`config.mk`:
```
export PLATFORM = sky130hd
export DESIGN_NAME = cwst_timer
export DESIGN_NICKNAME = d
export VERILOG_FILES = /design/src/verilog/cwst_pkg.sv /design/src/verilog/cwst_tick_div.sv /design/src/verilog/cwst_timer.sv
export VERILOG_INCLUDE_DIRS = /design/src /design/src/verilog
export SDC_FILE = /design/constraint.sdc
export NUM_CORES = 1
export LEC_CHECK = 0
export BUFFER_PORTS_ARGS = -buffer_cell sky130_fd_sc_hd__buf_2
export CORE_MARGIN = 5
export CORE_UTILIZATION = 45
export DETAILED_ROUTE_END_ITERATION = 8
export REMOVE_ABC_BUFFERS = 1
export SYNTH_ARGS = -nofsm -noshare
export SYNTH_HDL_FRONTEND = slang
export SYNTH_SLANG_ARGS = --single-unit
```
`constraint.sdc`:
```
create_clock -name i_sys_clk -period 6.55 [get_ports i_sys_clk]
set_input_delay 0.655 -clock i_sys_clk [delete_from_list [all_inputs] [get_ports i_sys_clk]]
set_output_delay 0.655 -clock i_sys_clk [all_outputs]
set_load 0.02 [all_outputs]
```
`src/verilog/cwst_cfg.svh`:
```
`ifndef CWST_CFG_SVH
`define CWST_CFG_SVH
// ***************************************************
// timing base
// ***************************************************
`define CWST_CLK_MHZ 200
`define CWST_TICK_NS 100000
`define CWST_TICK_CYC ((`CWST_TICK_NS * `CWST_CLK_MHZ) / 1000)
`define CWST_FILT_US 16
`define CWST_FILT_CYC ((`CWST_FILT_US * `CWST_CLK_MHZ))
// ***************************************************
// on-time codes
// ***************************************************
`define CWST_ON_OFF_LOW 3'h0
`define CWST_ON_0P1MS 3'h1
`define CWST_ON_0P3MS 3'h2
`define CWST_ON_1MS 3'h3
`define CWST_ON_10MS 3'h4
`define CWST_ON_20MS 3'h5
`define CWST_ON_OFF_HIGH 3'h6
`define CWST_ON_OFF_HIGH2 3'h7
`define CWST_RST_PULSE_CYC 8'h10
`endif

```
`src/verilog/cwst_pkg.sv`:
```
`default_nettype none
package cwst_pkg;
    typedef enum logic [1:0] {
        CWST_NORMAL = 2'h0,
        CWST_STOP = 2'h1,
        CWST_SLEEP = 2'h3,
        CWST_RESTART = 2'h2
    } cwst_mode_type;
endpackage : cwst_pkg
`default_nettype wire

```
`src/verilog/cwst_tick_div.sv`:
```
`timescale 1ns/1ps
`default_nettype none
`include "cwst_cfg.svh"
// ***************************************************
// 0.1 ms tick divider
// ***************************************************
module cwst_tick_div #(
    parameter int DIV = 20000
) (
    input wire logic i_sys_clk,
    input wire logic i_rst_b,
    input wire logic i_clear,
    output logic o_tick
);
    logic [31:0] cnt_r;
    logic [31:0] cnt_nxt;
    always_comb begin
        cnt_nxt = cnt_r + 32'h1;
        if (i_clear || cnt_r == 32'(DIV - 1)) begin
            cnt_nxt = 32'h0;
        end
    end
    always_ff @(posedge i_sys_clk) begin
        if (!i_rst_b) begin
            cnt_r <= 32'h0;
        end else begin
            cnt_r <= cnt_nxt;
        end
    end
    assign o_tick = !i_clear && (cnt_r == 32'(DIV - 1));
endmodule : cwst_tick_div
`default_nettype wire

```
`src/verilog/cwst_timer.sv`:
```
// What this block does
// RL1: host enables cyclic sensing in normal mode before entering stop or sleep.
// RL2: a cyclic-sense wake sets the wake pin event flag.
// RL3: sense wake interrupts in stop mode, restarts to normal from sleep.
// RL4: sleep request with wake flags set wakes at once and pulses reset.
// RL5: high-side overcurrent in sleep with sense only source leaves sleep.
// RL6: cyclic wake interrupts each period in normal/stop, restarts from sleep.
// RL7: host enables timer wake source, then sets period and valid on-time.
// RL8: timer starts as soon as a valid on-time is written.
// RL9: wake interrupt at each on-time start except the first after start.
// RL10: sixteen periods from 10 ms to 1000 s.
// RL11: on-times 0.1, 0.3, 1, 10, 20 ms, or off high or low.
// RL12: sense and wake share one timer and its settings.
// RL13: high-side pin follows on-time when mapped to the timer.
// RL14: first sample is reference; wake on change from previous sample.
// RL15: 16 us filter after on-time; change valid only if stable.
// RL16: command fault when on-time exceeds period.
// RL17: counts from oscillator, on-time at period start, cleared in restart.
// RL18: off code stops timer, holds output static, no interrupts.
`timescale 1ns/1ps
`default_nettype none
`include "cwst_cfg.svh"
module cwst_timer #(
    parameter int TICK_DIV = `CWST_TICK_CYC,
    parameter int FILT_CYC = `CWST_FILT_CYC
) (
    // clock and reset
    input wire logic i_sys_clk,
    input wire logic i_rst_b,
    // configuration
    input wire logic [3:0] i_period_sel,
    input wire logic [2:0] i_on_time_sel,
    input wire logic i_on_time_wr,
    input wire logic i_timer_wake_en,
    input wire logic i_sense_map_hs,
    input wire logic i_sense_wake_en,
    input wire logic i_other_wake_src,
    // mode and status
    input wire cwst_pkg::cwst_mode_type i_mode,
    input wire logic i_sleep_req,
    input wire logic i_wake_status_first_set,
    input wire logic i_wake_status_second_set,
    input wire logic i_wake_clear,
    input wire logic i_hs_overcurrent,
    input wire logic i_high_voltage_sense_input,
    // outputs
    output logic o_high_side_switch,
    output logic o_interrupt_out_n,
    output logic o_reset_out_n,
    output logic o_wake_pin_event_flag,
    output logic o_timer_wake_flag,
    output logic o_cmd_fault,
    output logic o_enter_sleep,
    output logic o_restart_req
);
    // ***************************************************
    // period and on-time lookup, in 0.1 ms ticks
    // ***************************************************
    function automatic logic [23:0] period_ticks(input logic [3:0] s);
        unique case (s) // RL10
            4'h0: period_ticks = 24'd100;
            4'h1: period_ticks = 24'd200;
            4'h2: period_ticks = 24'd500;
            4'h3: period_ticks = 24'd1000;
            4'h4: period_ticks = 24'd2000;
            4'h5: period_ticks = 24'd5000;
            4'h6: period_ticks = 24'd10000;
            4'h7: period_ticks = 24'd20000;
            4'h8: period_ticks = 24'd50000;
            4'h9: period_ticks = 24'd100000;
            4'ha: period_ticks = 24'd200000;
            4'hb: period_ticks = 24'd500000;
            4'hc: period_ticks = 24'd1000000;
            4'hd: period_ticks = 24'd2000000;
            4'he: period_ticks = 24'd5000000;
            4'hf: period_ticks = 24'd10000000;
        endcase
    endfunction : period_ticks
    function automatic logic [23:0] on_ticks(input logic [2:0] s);
        unique case (s) // RL11
            `CWST_ON_0P1MS: on_ticks = 24'd1;
            `CWST_ON_0P3MS: on_ticks = 24'd3;
            `CWST_ON_1MS: on_ticks = 24'd10;
            `CWST_ON_10MS: on_ticks = 24'd100;
            `CWST_ON_20MS: on_ticks = 24'd200;
            default: on_ticks = 24'd0;
        endcase
    endfunction : on_ticks
    function automatic logic on_valid(input logic [2:0] s);
        on_valid = (s != `CWST_ON_OFF_LOW) && (s != `CWST_ON_OFF_HIGH)
            && (s != `CWST_ON_OFF_HIGH2);
    endfunction : on_valid
    // ***************************************************
    // synchronisers and tick
    // ***************************************************
    logic wk_s1_r, wk_s2_r, oc_s1_r, oc_s2_r;
    always_ff @(posedge i_sys_clk) begin
        if (!i_rst_b) begin
            wk_s1_r <= 1'b0;
            wk_s2_r <= 1'b0;
            oc_s1_r <= 1'b0;
            oc_s2_r <= 1'b0;
        end else begin
            wk_s1_r <= i_high_voltage_sense_input;
            wk_s2_r <= wk_s1_r;
            oc_s1_r <= i_hs_overcurrent;
            oc_s2_r <= oc_s1_r;
        end
    end
    logic in_restart, tick;
    assign in_restart = (i_mode == cwst_pkg::CWST_RESTART);
    cwst_tick_div #(.DIV(TICK_DIV)) u_div (
        .i_sys_clk(i_sys_clk),
        .i_rst_b(i_rst_b),
        .i_clear(in_restart || i_on_time_wr),
        .o_tick(tick)
    );
    // ***************************************************
    // shared timer
    // ***************************************************
    logic run_r, run_nxt, first_r, first_nxt, on_r, on_nxt;
    logic [23:0] cnt_r, cnt_nxt;
    logic [2:0] on_sel_r, on_sel_nxt;
    logic start_pulse;
    always_comb begin
        run_nxt = run_r;
        first_nxt = first_r;
        cnt_nxt = cnt_r;
        on_sel_nxt = on_sel_r;
        start_pulse = 1'b0;
        if (in_restart) begin
            run_nxt = 1'b0; // RL17
            cnt_nxt = 24'h0;
            on_sel_nxt = `CWST_ON_OFF_LOW;
        end else if (i_on_time_wr) begin
            on_sel_nxt = i_on_time_sel;
            run_nxt = on_valid(i_on_time_sel); // RL8 RL18
            first_nxt = 1'b1;
            cnt_nxt = 24'h0;
            start_pulse = on_valid(i_on_time_sel);
        end else if (run_r && tick) begin
            if (cnt_r >= period_ticks(i_period_sel) - 24'h1) begin
                cnt_nxt = 24'h0; // RL17
                start_pulse = 1'b1;
                first_nxt = 1'b0;
            end else begin
                cnt_nxt = cnt_r + 24'h1;
            end
        end
    end
    always_comb begin
        on_nxt = run_nxt && (cnt_nxt < on_ticks(on_sel_nxt)); // RL12
    end
    always_ff @(posedge i_sys_clk) begin
        if (!i_rst_b) begin
            run_r <= 1'b0;
            first_r <= 1'b1;
            cnt_r <= 24'h0;
            on_sel_r <= `CWST_ON_OFF_LOW;
            on_r <= 1'b0;
        end else begin
            run_r <= run_nxt;
            first_r <= first_nxt;
            cnt_r <= cnt_nxt;
            on_sel_r <= on_sel_nxt;
            on_r <= on_nxt;
        end
    end
    // ***************************************************
    // sense sampling and filter
    // ***************************************************
    logic ref_r, ref_nxt, have_ref_r, have_ref_nxt, filt_r, filt_nxt, smp_r, smp_nxt;
    logic [15:0] fcnt_r, fcnt_nxt;
    logic sense_evt, on_fall;
    assign on_fall = on_r && !on_nxt;
    always_comb begin
        ref_nxt = ref_r;
        have_ref_nxt = have_ref_r;
        filt_nxt = filt_r;
        smp_nxt = smp_r;
        fcnt_nxt = fcnt_r;
        sense_evt = 1'b0;
        if (in_restart || i_on_time_wr) begin
            have_ref_nxt = 1'b0; // RL14
            filt_nxt = 1'b0;
        end else if (on_fall && i_sense_map_hs) begin
            filt_nxt = 1'b1; // RL15
            smp_nxt = wk_s2_r;
            fcnt_nxt = 16'h0;
        end else if (filt_r) begin
            if (wk_s2_r != smp_r) begin
                filt_nxt = 1'b0; // RL15
            end else if (fcnt_r == 16'(FILT_CYC - 1)) begin
                filt_nxt = 1'b0;
                have_ref_nxt = 1'b1;
                ref_nxt = smp_r;
                sense_evt = have_ref_r && (smp_r != ref_r) && i_sense_wake_en; // RL14
            end else begin
                fcnt_nxt = fcnt_r + 16'h1;
            end
        end
    end
    always_ff @(posedge i_sys_clk) begin
        if (!i_rst_b) begin
            ref_r <= 1'b0;
            have_ref_r <= 1'b0;
            filt_r <= 1'b0;
            smp_r <= 1'b0;
            fcnt_r <= 16'h0;
        end else begin
            ref_r <= ref_nxt;
            have_ref_r <= have_ref_nxt;
            filt_r <= filt_nxt;
            smp_r <= smp_nxt;
            fcnt_r <= fcnt_nxt;
        end
    end
    // ***************************************************
    // wake, interrupt, sleep and reset handling
    // ***************************************************
    logic wake_evt, timer_evt, sleep, flags_set, oc_exit;
    logic pin_flag_r, pin_flag_nxt, tmr_flag_r, tmr_flag_nxt, int_r, int_nxt;
    logic rst_r, rst_nxt, restart_r, restart_nxt, fault_r, fault_nxt;
    logic [7:0] rcnt_r, rcnt_nxt;
    assign sleep = (i_mode == cwst_pkg::CWST_SLEEP);
    // the start pulse at the write itself is the one left silent
    assign timer_evt = start_pulse && !first_nxt && i_timer_wake_en; // RL9 RL6
    assign oc_exit = sleep && oc_s2_r && i_sense_map_hs && !i_other_wake_src // RL5
        && !i_timer_wake_en;
    assign flags_set = i_wake_status_first_set || i_wake_status_second_set
        || pin_flag_r || tmr_flag_r;
    assign wake_evt = sense_evt || timer_evt;
    always_comb begin
        pin_flag_nxt = (pin_flag_r && !i_wake_clear) || sense_evt; // RL2
        tmr_flag_nxt = (tmr_flag_r && !i_wake_clear) || timer_evt;
        int_nxt = wake_evt && !sleep && !in_restart; // RL3 RL6
        restart_nxt = (wake_evt && sleep) || oc_exit // RL3 RL5 RL6
            || (i_sleep_req && flags_set); // RL4
        fault_nxt = on_valid(on_sel_r) // RL16
            && (on_ticks(on_sel_r) > period_ticks(i_period_sel));
        rcnt_nxt = rcnt_r;
        rst_nxt = 1'b1;
        if (i_sleep_req && flags_set) begin
            rcnt_nxt = `CWST_RST_PULSE_CYC; // RL4
        end else if (rcnt_r != 8'h0) begin
            rcnt_nxt = rcnt_r - 8'h1;
        end
        if (rcnt_nxt != 8'h0) begin
            rst_nxt = 1'b0;
        end
    end
    always_ff @(posedge i_sys_clk) begin
        if (!i_rst_b) begin
            pin_flag_r <= 1'b0;
            tmr_flag_r <= 1'b0;
            int_r <= 1'b0;
            restart_r <= 1'b0;
            fault_r <= 1'b0;
            rcnt_r <= 8'h0;
            rst_r <= 1'b1;
        end else begin
            pin_flag_r <= pin_flag_nxt;
            tmr_flag_r <= tmr_flag_nxt;
            int_r <= int_nxt;
            restart_r <= restart_nxt;
            fault_r <= fault_nxt;
            rcnt_r <= rcnt_nxt;
            rst_r <= rst_nxt;
        end
    end
    // ***************************************************
    // outputs
    // ***************************************************
    logic hs_r;
    always_ff @(posedge i_sys_clk) begin
        if (!i_rst_b) begin
            hs_r <= 1'b0;
        end else if (!i_sense_map_hs || oc_s2_r) begin
            hs_r <= 1'b0;
        end else if (run_r) begin
            hs_r <= on_r; // RL13
        end else begin
            hs_r <= on_sel_r[2] && on_sel_r[1]; // RL18
        end
    end
    assign o_high_side_switch = hs_r;
    assign o_interrupt_out_n = !int_r;
    assign o_reset_out_n = rst_r;
    assign o_wake_pin_event_flag = pin_flag_r;
    assign o_timer_wake_flag = tmr_flag_r;
    assign o_cmd_fault = fault_r;
    assign o_restart_req = restart_r;
    assign o_enter_sleep = i_sleep_req && !flags_set;
endmodule : cwst_timer
`default_nettype wire

```
=== Yosys cells after proc, flatten, opt, wreduce, memory -nomap -nowiden ===
Memories as Yosys holds them, arrays and structs flattened.
Index checks and enable logic that the tools add are counted.

* Bits in registers: 101
* Bits in read-only memories: 672
* Input port bits: 22
* Output and inout port bits: 8
* Word-level logic and storage cells: 157
* Memories kept: 2

{| class="wikitable"
|+ Memories
! name !! words !! bits a word !! rd ports !! clocked after Yosys merged registers in !! write ports !! RTL line !! RTL
|-
| (name not given) || 16 || 21 || 1 || 0 || 0 || cwst_timer.sv:60 || <nowiki>unique case (s)</nowiki>
|-
| (name not given) || 16 || 21 || 1 || 0 || 0 || cwst_timer.sv:60 ||
|}

* $add $sub $neg: 5
* Order comparisons: 3
* Equal/unequal tests: 22
* Muxes and demuxes: 38
* Bitwise gates (word level): 4
* Reductions and logical operators: 60

{| class="wikitable"
|+ Operators by type and width
! operator !! number
|-
| 24-bit 2-to-1 mux || 7
|-
| 8-bit one-hot mux with 5 select lines || 2
|-
| 16-bit 2-to-1 mux || 4
|-
| 32-bit by 1-bit adder with 32-bit output, second input constant || 1
|-
| 32-bit by 15-bit == test with 1-bit output, second input constant || 1
|-
| 1-bit logical AND || 26
|-
| 24-bit by 1-bit adder with 24-bit output, second input constant || 1
|-
| 24-bit >= comparator || 1
|-
| 24-bit greater-than comparator || 1
|-
| 24-bit less-than comparator || 1
|-
| 24-bit by 1-bit subtractor with 24-bit output, second input constant || 1
|-
| 1-bit 2-to-1 mux || 21
|-
| 16-bit by 1-bit adder with 16-bit output, second input constant || 1
|-
| 16-bit by 12-bit == test with 1-bit output, second input constant || 1
|-
| 8-bit 2-to-1 mux || 2
|-
| 8-bit nonzero test || 2
|-
| 3-bit by 2-bit == test with 1-bit output, second input constant || 4
|-
| 3-bit == test, second input constant || 4
|-
| 3-bit inequality test, second input constant || 4
|-
| 1-bit zero test || 11
|-
| 1-bit logical OR || 11
|-
| 4-bit AND reduction || 2
|-
| 8-bit by 1-bit subtractor with 8-bit output, second input constant || 1
|-
| 3-bit by 1-bit == test with 1-bit output, second input constant || 2
|-
| 10 further kinds || 20
|}

=== Logic depth before layout (Yosys ltp) ===
* Word-level depth: 25
* Depth in mapped cells: 30
* Depth with buffers taken out: 27

=== Modules after synthesis ===
Synthesis repeated with hierarchy kept, for this count alone.

* Cell total of the unflattened synthesis: 835
* Area total of the unflattened synthesis: 6717.7 sq um

{| class="wikitable"
|+ By module, submodules not included
! module !! times used !! cells an instance !! area each (sq um) !! sequential area each (sq um)
|-
| cwst_timer || 1 || 642 || 5138.7 || 1361.3
|-
| cwst_tick_div || 1 || 193 || 1579.0 || 640.6
|}

=== Worst setup path before layout ===
No wires, ideal clock.

* Path kind: input-to-reg
* From: in i_period_sel[0]
* To: reg fcnt_r[15]
* Library setup time: 66 ps
* Arrival: 6133 ps
* Data required time: 6484 ps
* Setup slack: 351 ps
* Stages: 30
* Buffers on the path: 3
* Cells stage by stage: inv_1 -> ha_1 -> clkbuf_1 -> a211oi_1 -> a21oi_1 -> nor3b_1 -> nand3_1 -> or3_1 -> nand2b_1 -> nor2_1 -> xor2_1 -> ha_1 -> a21oi_1 -> nand3_1 -> a221oi_1 -> o221ai_1 -> a31o_2 -> clkbuf_1 -> nor2_1 -> ha_1 -> a211o_1 -> nor2_1 -> a31o_2 -> o41ai_1 -> a31o_2 -> a211o_1 -> o21ai_4 -> buf_6 -> o31ai_1 -> a21oi_2

* Cells in the longest elaborated chain, start to end: 17
* Elaborated cells on any way between the ends: 20
* Classes of those cells: 1 x add/sub; 2 x order compare; 2 x eq/ne; 8 x mux; 6 x reduce/logical; 1 x memory

{| class="wikitable"
|+ Ends and longest elaborated chain
! what !! RTL line !! RTL
|-
| start: declaration || cwst_timer.sv:31 || <nowiki>input wire logic [3:0] i_period_sel,</nowiki>
|-
| memory read 16 x 21 bit * || -- ||
|-
| 24-bit 2-to-1 mux * || cwst_timer.sv:141 || <nowiki>end else if (run_r && tick) begin</nowiki>
|-
| 24-bit 2-to-1 mux * || cwst_timer.sv:135 || <nowiki>end else if (i_on_time_wr) begin</nowiki>
|-
| 24-bit 2-to-1 mux * || cwst_timer.sv:131 || <nowiki>if (in_restart) begin</nowiki>
|-
| 24-bit by 1-bit subtractor with 24-bit output * || cwst_timer.sv:142 || <nowiki>if (cnt_r >= period_ticks(i_period_sel) - 24'h1) begin</nowiki>
|-
| 24-bit >= comparator * || cwst_timer.sv:142 ||
|-
| 24-bit 2-to-1 mux * || cwst_timer.sv:142 ||
|-
| 24-bit 2-to-1 mux * || cwst_timer.sv:141 ||
|-
| [2 not listed] || -- ||
|-
| net cnt_nxt[3] || cwst_timer.sv:122 || <nowiki>logic [23:0] cnt_r, cnt_nxt;</nowiki>
|-
| 24-bit less-than comparator * || cwst_timer.sv:152 || <nowiki>on_nxt = run_nxt && (cnt_nxt < on_ticks(on_sel_nxt));</nowiki>
|-
| 1-bit logical AND * || cwst_timer.sv:152 ||
|-
| 1-bit zero test * || cwst_timer.sv:175 || <nowiki>assign on_fall = on_r && !on_nxt;</nowiki>
|-
| 1-bit logical AND * || cwst_timer.sv:175 ||
|-
| 1-bit logical AND * || cwst_timer.sv:186 || <nowiki>end else if (on_fall && i_sense_map_hs) begin</nowiki>
|-
| 2-bit inequality test (no line) or 2-bit nonzero test (tied branches) || -- ||
|-
| 4-bit AND reduction (no line) || -- ||
|-
| end signal: assignment || cwst_timer.sv:215 || <nowiki>fcnt_r <= fcnt_nxt;</nowiki>
|-
| end: declaration || cwst_timer.sv:173 || <nowiki>logic [15:0] fcnt_r, fcnt_nxt;</nowiki>
|}

The timed path passes the listed nets; every way through them passes the cells marked *. The select of a mux whose other input is x is not followed.
A chain may end at the register's enable or synchronous reset.

=== Final worst setup path ===
* From: in i_period_sel[0]
* To: reg fcnt_r[12]

The elaborated chain is that of the path after synthesis.

==> results.toml <==
[finish]
area.growth.synth_to_final_pct = 11.1
finish.utilization_pct = 50.6
final_cells = 998
fin_nets = 880
diodes = 0
layout-drive-gt1-share_pct = 10.8
final_area_um2 = 6940

[yosys]
synthFlopType = "dfxtp_1"
yosys_warnings = 0
synth_top_family_by_area = "simple AND/OR/NAND/NOR gates"
syn_area_um2 = 6240
synthXorXnorAreaFrac_pct = 10.1
netlist.area_leader.share_pct = 32.1
synth_simple_gate_area_share_pct = 29.9
ys_ff_latch = 100
synth.distinct_cells = 62
avgSynthCellArea_um2 = 7.95
synth.top_cells.by_count = "nor2_1, dfxtp_1, nand2_1"
netlist_instances = 785
synth_edf_count = 0
synthTopCellsByArea = "dfxtp_1, ha_1, nor2_1"
yosys.area.top_type = "dfxtp_1"
ys_seq_area_share_pct = 32.1
synth_most_common_cell = "nor2_1"
synthMuxAreaShare_pct = 1.44
synth_compound_area_share_pct = 13.6
yosys.area_share.adder_pct = 9.18
async_flop_share_pct = 0

[clock_network]
tritoncts = "done"
clk_path_buf_depth = 2
clock-root-buffer = "clkbuf_16"
cts.clk_slew.worst_paths_ns = 0.08
hold_buffers = 0
htreeDepth = 3
clkLatencyLatePin_ns = 0.36
numCtsBuffers = 9
cts_sinks = 100

[route]
routed_wl_um = 14800
post_drt_via_cell_ratio = 5.61
avgRoutedWirePerCell_um = 14.8
vias = 5601
drt_iter0_markers = 289
drc = 0
dr.pass1.iters = 5
drtAntennaViolNets = 0

[critical_path]
arrival_ns = 6.37
r2r_start = "u_div.cnt_r[26]$_SDFF_PP0_"
crit_required_ns = 6.80
critical_path.max_fanout = 19
ff2ff_path_depth = 19
startpoint_type = "input pin"
path_class = "input pin to flop"
cp-startpoint = "i_period_sel[0]"
crit_path_end_kind = "flop"

[sta]
min_period_over_period_pct = 93.4
period_minus_slack_ns = 6.12
clock_skew_ns = 0.00720
finalMaxSlewViolations = 0
rsz0062_at_grt = "no"
hold_viol = 0
max-slew-margin-rel_pct = 58.5
whs_ns = 0.447
worstMarginPinSlew_ns = 0.621
max_freq_mhz = 163
finalSetupViolations = 0

[place]
numPortBuffers = 29
hpwl_um = 11200
place_inst = 980
gp_congestion = 0.900
postPlaceCellArea_um2 = 6610

[grt]
grt_pass1_vias = 5139
grt_first_pass_wirelength_um = 24500
grt_max_degree = 33
grt_overflow = 0
grtUsageTotal_pct = 18.2
antenna_found_initial = 0

[pwr]
vdd_drop_max_mv = 0.216
combPwrFrac_pct = 18.9
seq_power_share_pct = 44.8
p_int_uw = 1010
p_leak_uw = 0.00268
netSwitchingFraction_pct = 30.6
fin_total_pwr_uw = 1460
clockPowerShare_pct = 36.3
p_sw_uw = 446
p_per_area_nw_per_um2 = 210

[job]
max-cap-violations = 0

[die]
row_count = 43
core_area_um2 = 13700
die_w_um = 128
die_h_um = 128
initial_core_util_pct = 45.5
die_area_um2 = 16300
ios = 30

[min_path]
min_path_type = "flop to flop"
hold_depth = 1
hold_start = "oc_s2_r$_SDFF_PN0_"

[outcome]
outcome = "complete, no violations"
[final cells by class]
class                   count  area (um2)
clock buffers               9         225
flip-flops and latches    100        2000
fillers                  1326        6780
repair buffers             45         278
clock inverters             7        70.1
inverters                  27         101
well taps                 180         225
multi-input cells         630        4030
[registers in the layout, summed over array words and instances (netlist names), 3 cells and up]
signal and cells:
rcnt_r 8, u_div.cnt_r 32, fcnt_r 16, cnt_r 24, on_sel_r 3
[power groups by stage]
stage | Clock [uW] | Sequential, uW | Combinational, uW
2_1_floorplan | 0 | 665 | 200
3_3_place_gp | 0 | 666 | 270
3_5_place_dp | 0 | 667 | 273
4_1_cts | 546 | 653 | 275
5_1_grt | 568 | 657 | 312
6_report | 528 | 653 | 276
[metal layers]
metal	part of all wire [%]	global-route usage, %
met1	48	24.7
met2	44	28.7
met3	5.5	4.58
met4	1.8	5.06
met5	0	0
[layout by cell type (no fill, tap or decap), drive strengths merged, types with 13 or more instances in the layout]
| cell type | count |
|---|---|
| xor2 | 46 |
| a21oi | 35 |
| dfxtp | 100 |
| buf | 45 |
| o21ai | 36 |
| nand3 | 45 |
| ha | 45 |
| or3 | 16 |
| nor2 | 112 |
| and2 | 13 |
| inv | 30 |
| nor3 | 37 |
| and3 | 19 |
| nand2 | 61 |
| xnor2 | 26 |
| nand4 | 30 |
[critical path: stages]
cell	delay (ns)
buf_2	0.18
inv_1	0.13
ha_1	0.27
a211oi_1	0.25
a21oi_1	0.11
nor3b_2	0.25
nand3_1	0.14
or3_1	0.41
nand2b_1	0.19
and2_1	0.18
ha_1	0.28
a21oi_1	0.12
o21ai_0	0.13
a2111oi_1	0.39
o221ai_2	0.20
a31o_2	0.35
nor2_1	0.14
ha_1	0.25
a211o_1	0.31
nor2_1	0.09
a31o_2	0.16
o41ai_1	0.06
a31o_2	0.28
a211o_1	0.31
o21ai_4	0.16
buf_12	0.16
or3_1	0.13
a21oi_2	0.06
[stage by stage]
step	worst slack (ns)	TNS (ns)
2_1_floorplan	0.479	0
3_3_place_gp	0.128	0
3_5_place_dp	-0.0656	-0.533
4_1_cts	0.293	0
5_1_grt	0.0688	0
6_report	0.432	0
[path summary, 6_finish.rpt]
check	to	slack, ns
worst min-delay path	o_high_side_switch$_SDFF_PP0_	0.45
worst max-delay path	fcnt_r[12]$_SDFFE_PN0P_	0.43
worst max register to register	fcnt_r[9]$_SDFFE_PN0P_	2.14
worst min register to register	o_high_side_switch$_SDFF_PP0_	0.45
[kinds of logic (layout without fill, tap and decap cells)]
group                      Yosys count  count (layout)
adders and majority gates           46              46
and+or+nand+nor                    378             378
muxes                                9               9
AOI/OAI and AO/OA                  124             124
other                                1               1
DFF                                100             100
xor gates and xnor gates            72              72
buffers and inverters               55              88
[repair_timing]
item                       in CTS  in global routing
gates resized for setup         0                  4
setup endpoints to repair       0                 23
setup buffers                   0                  2
Power figures use the tool's default switching activity.
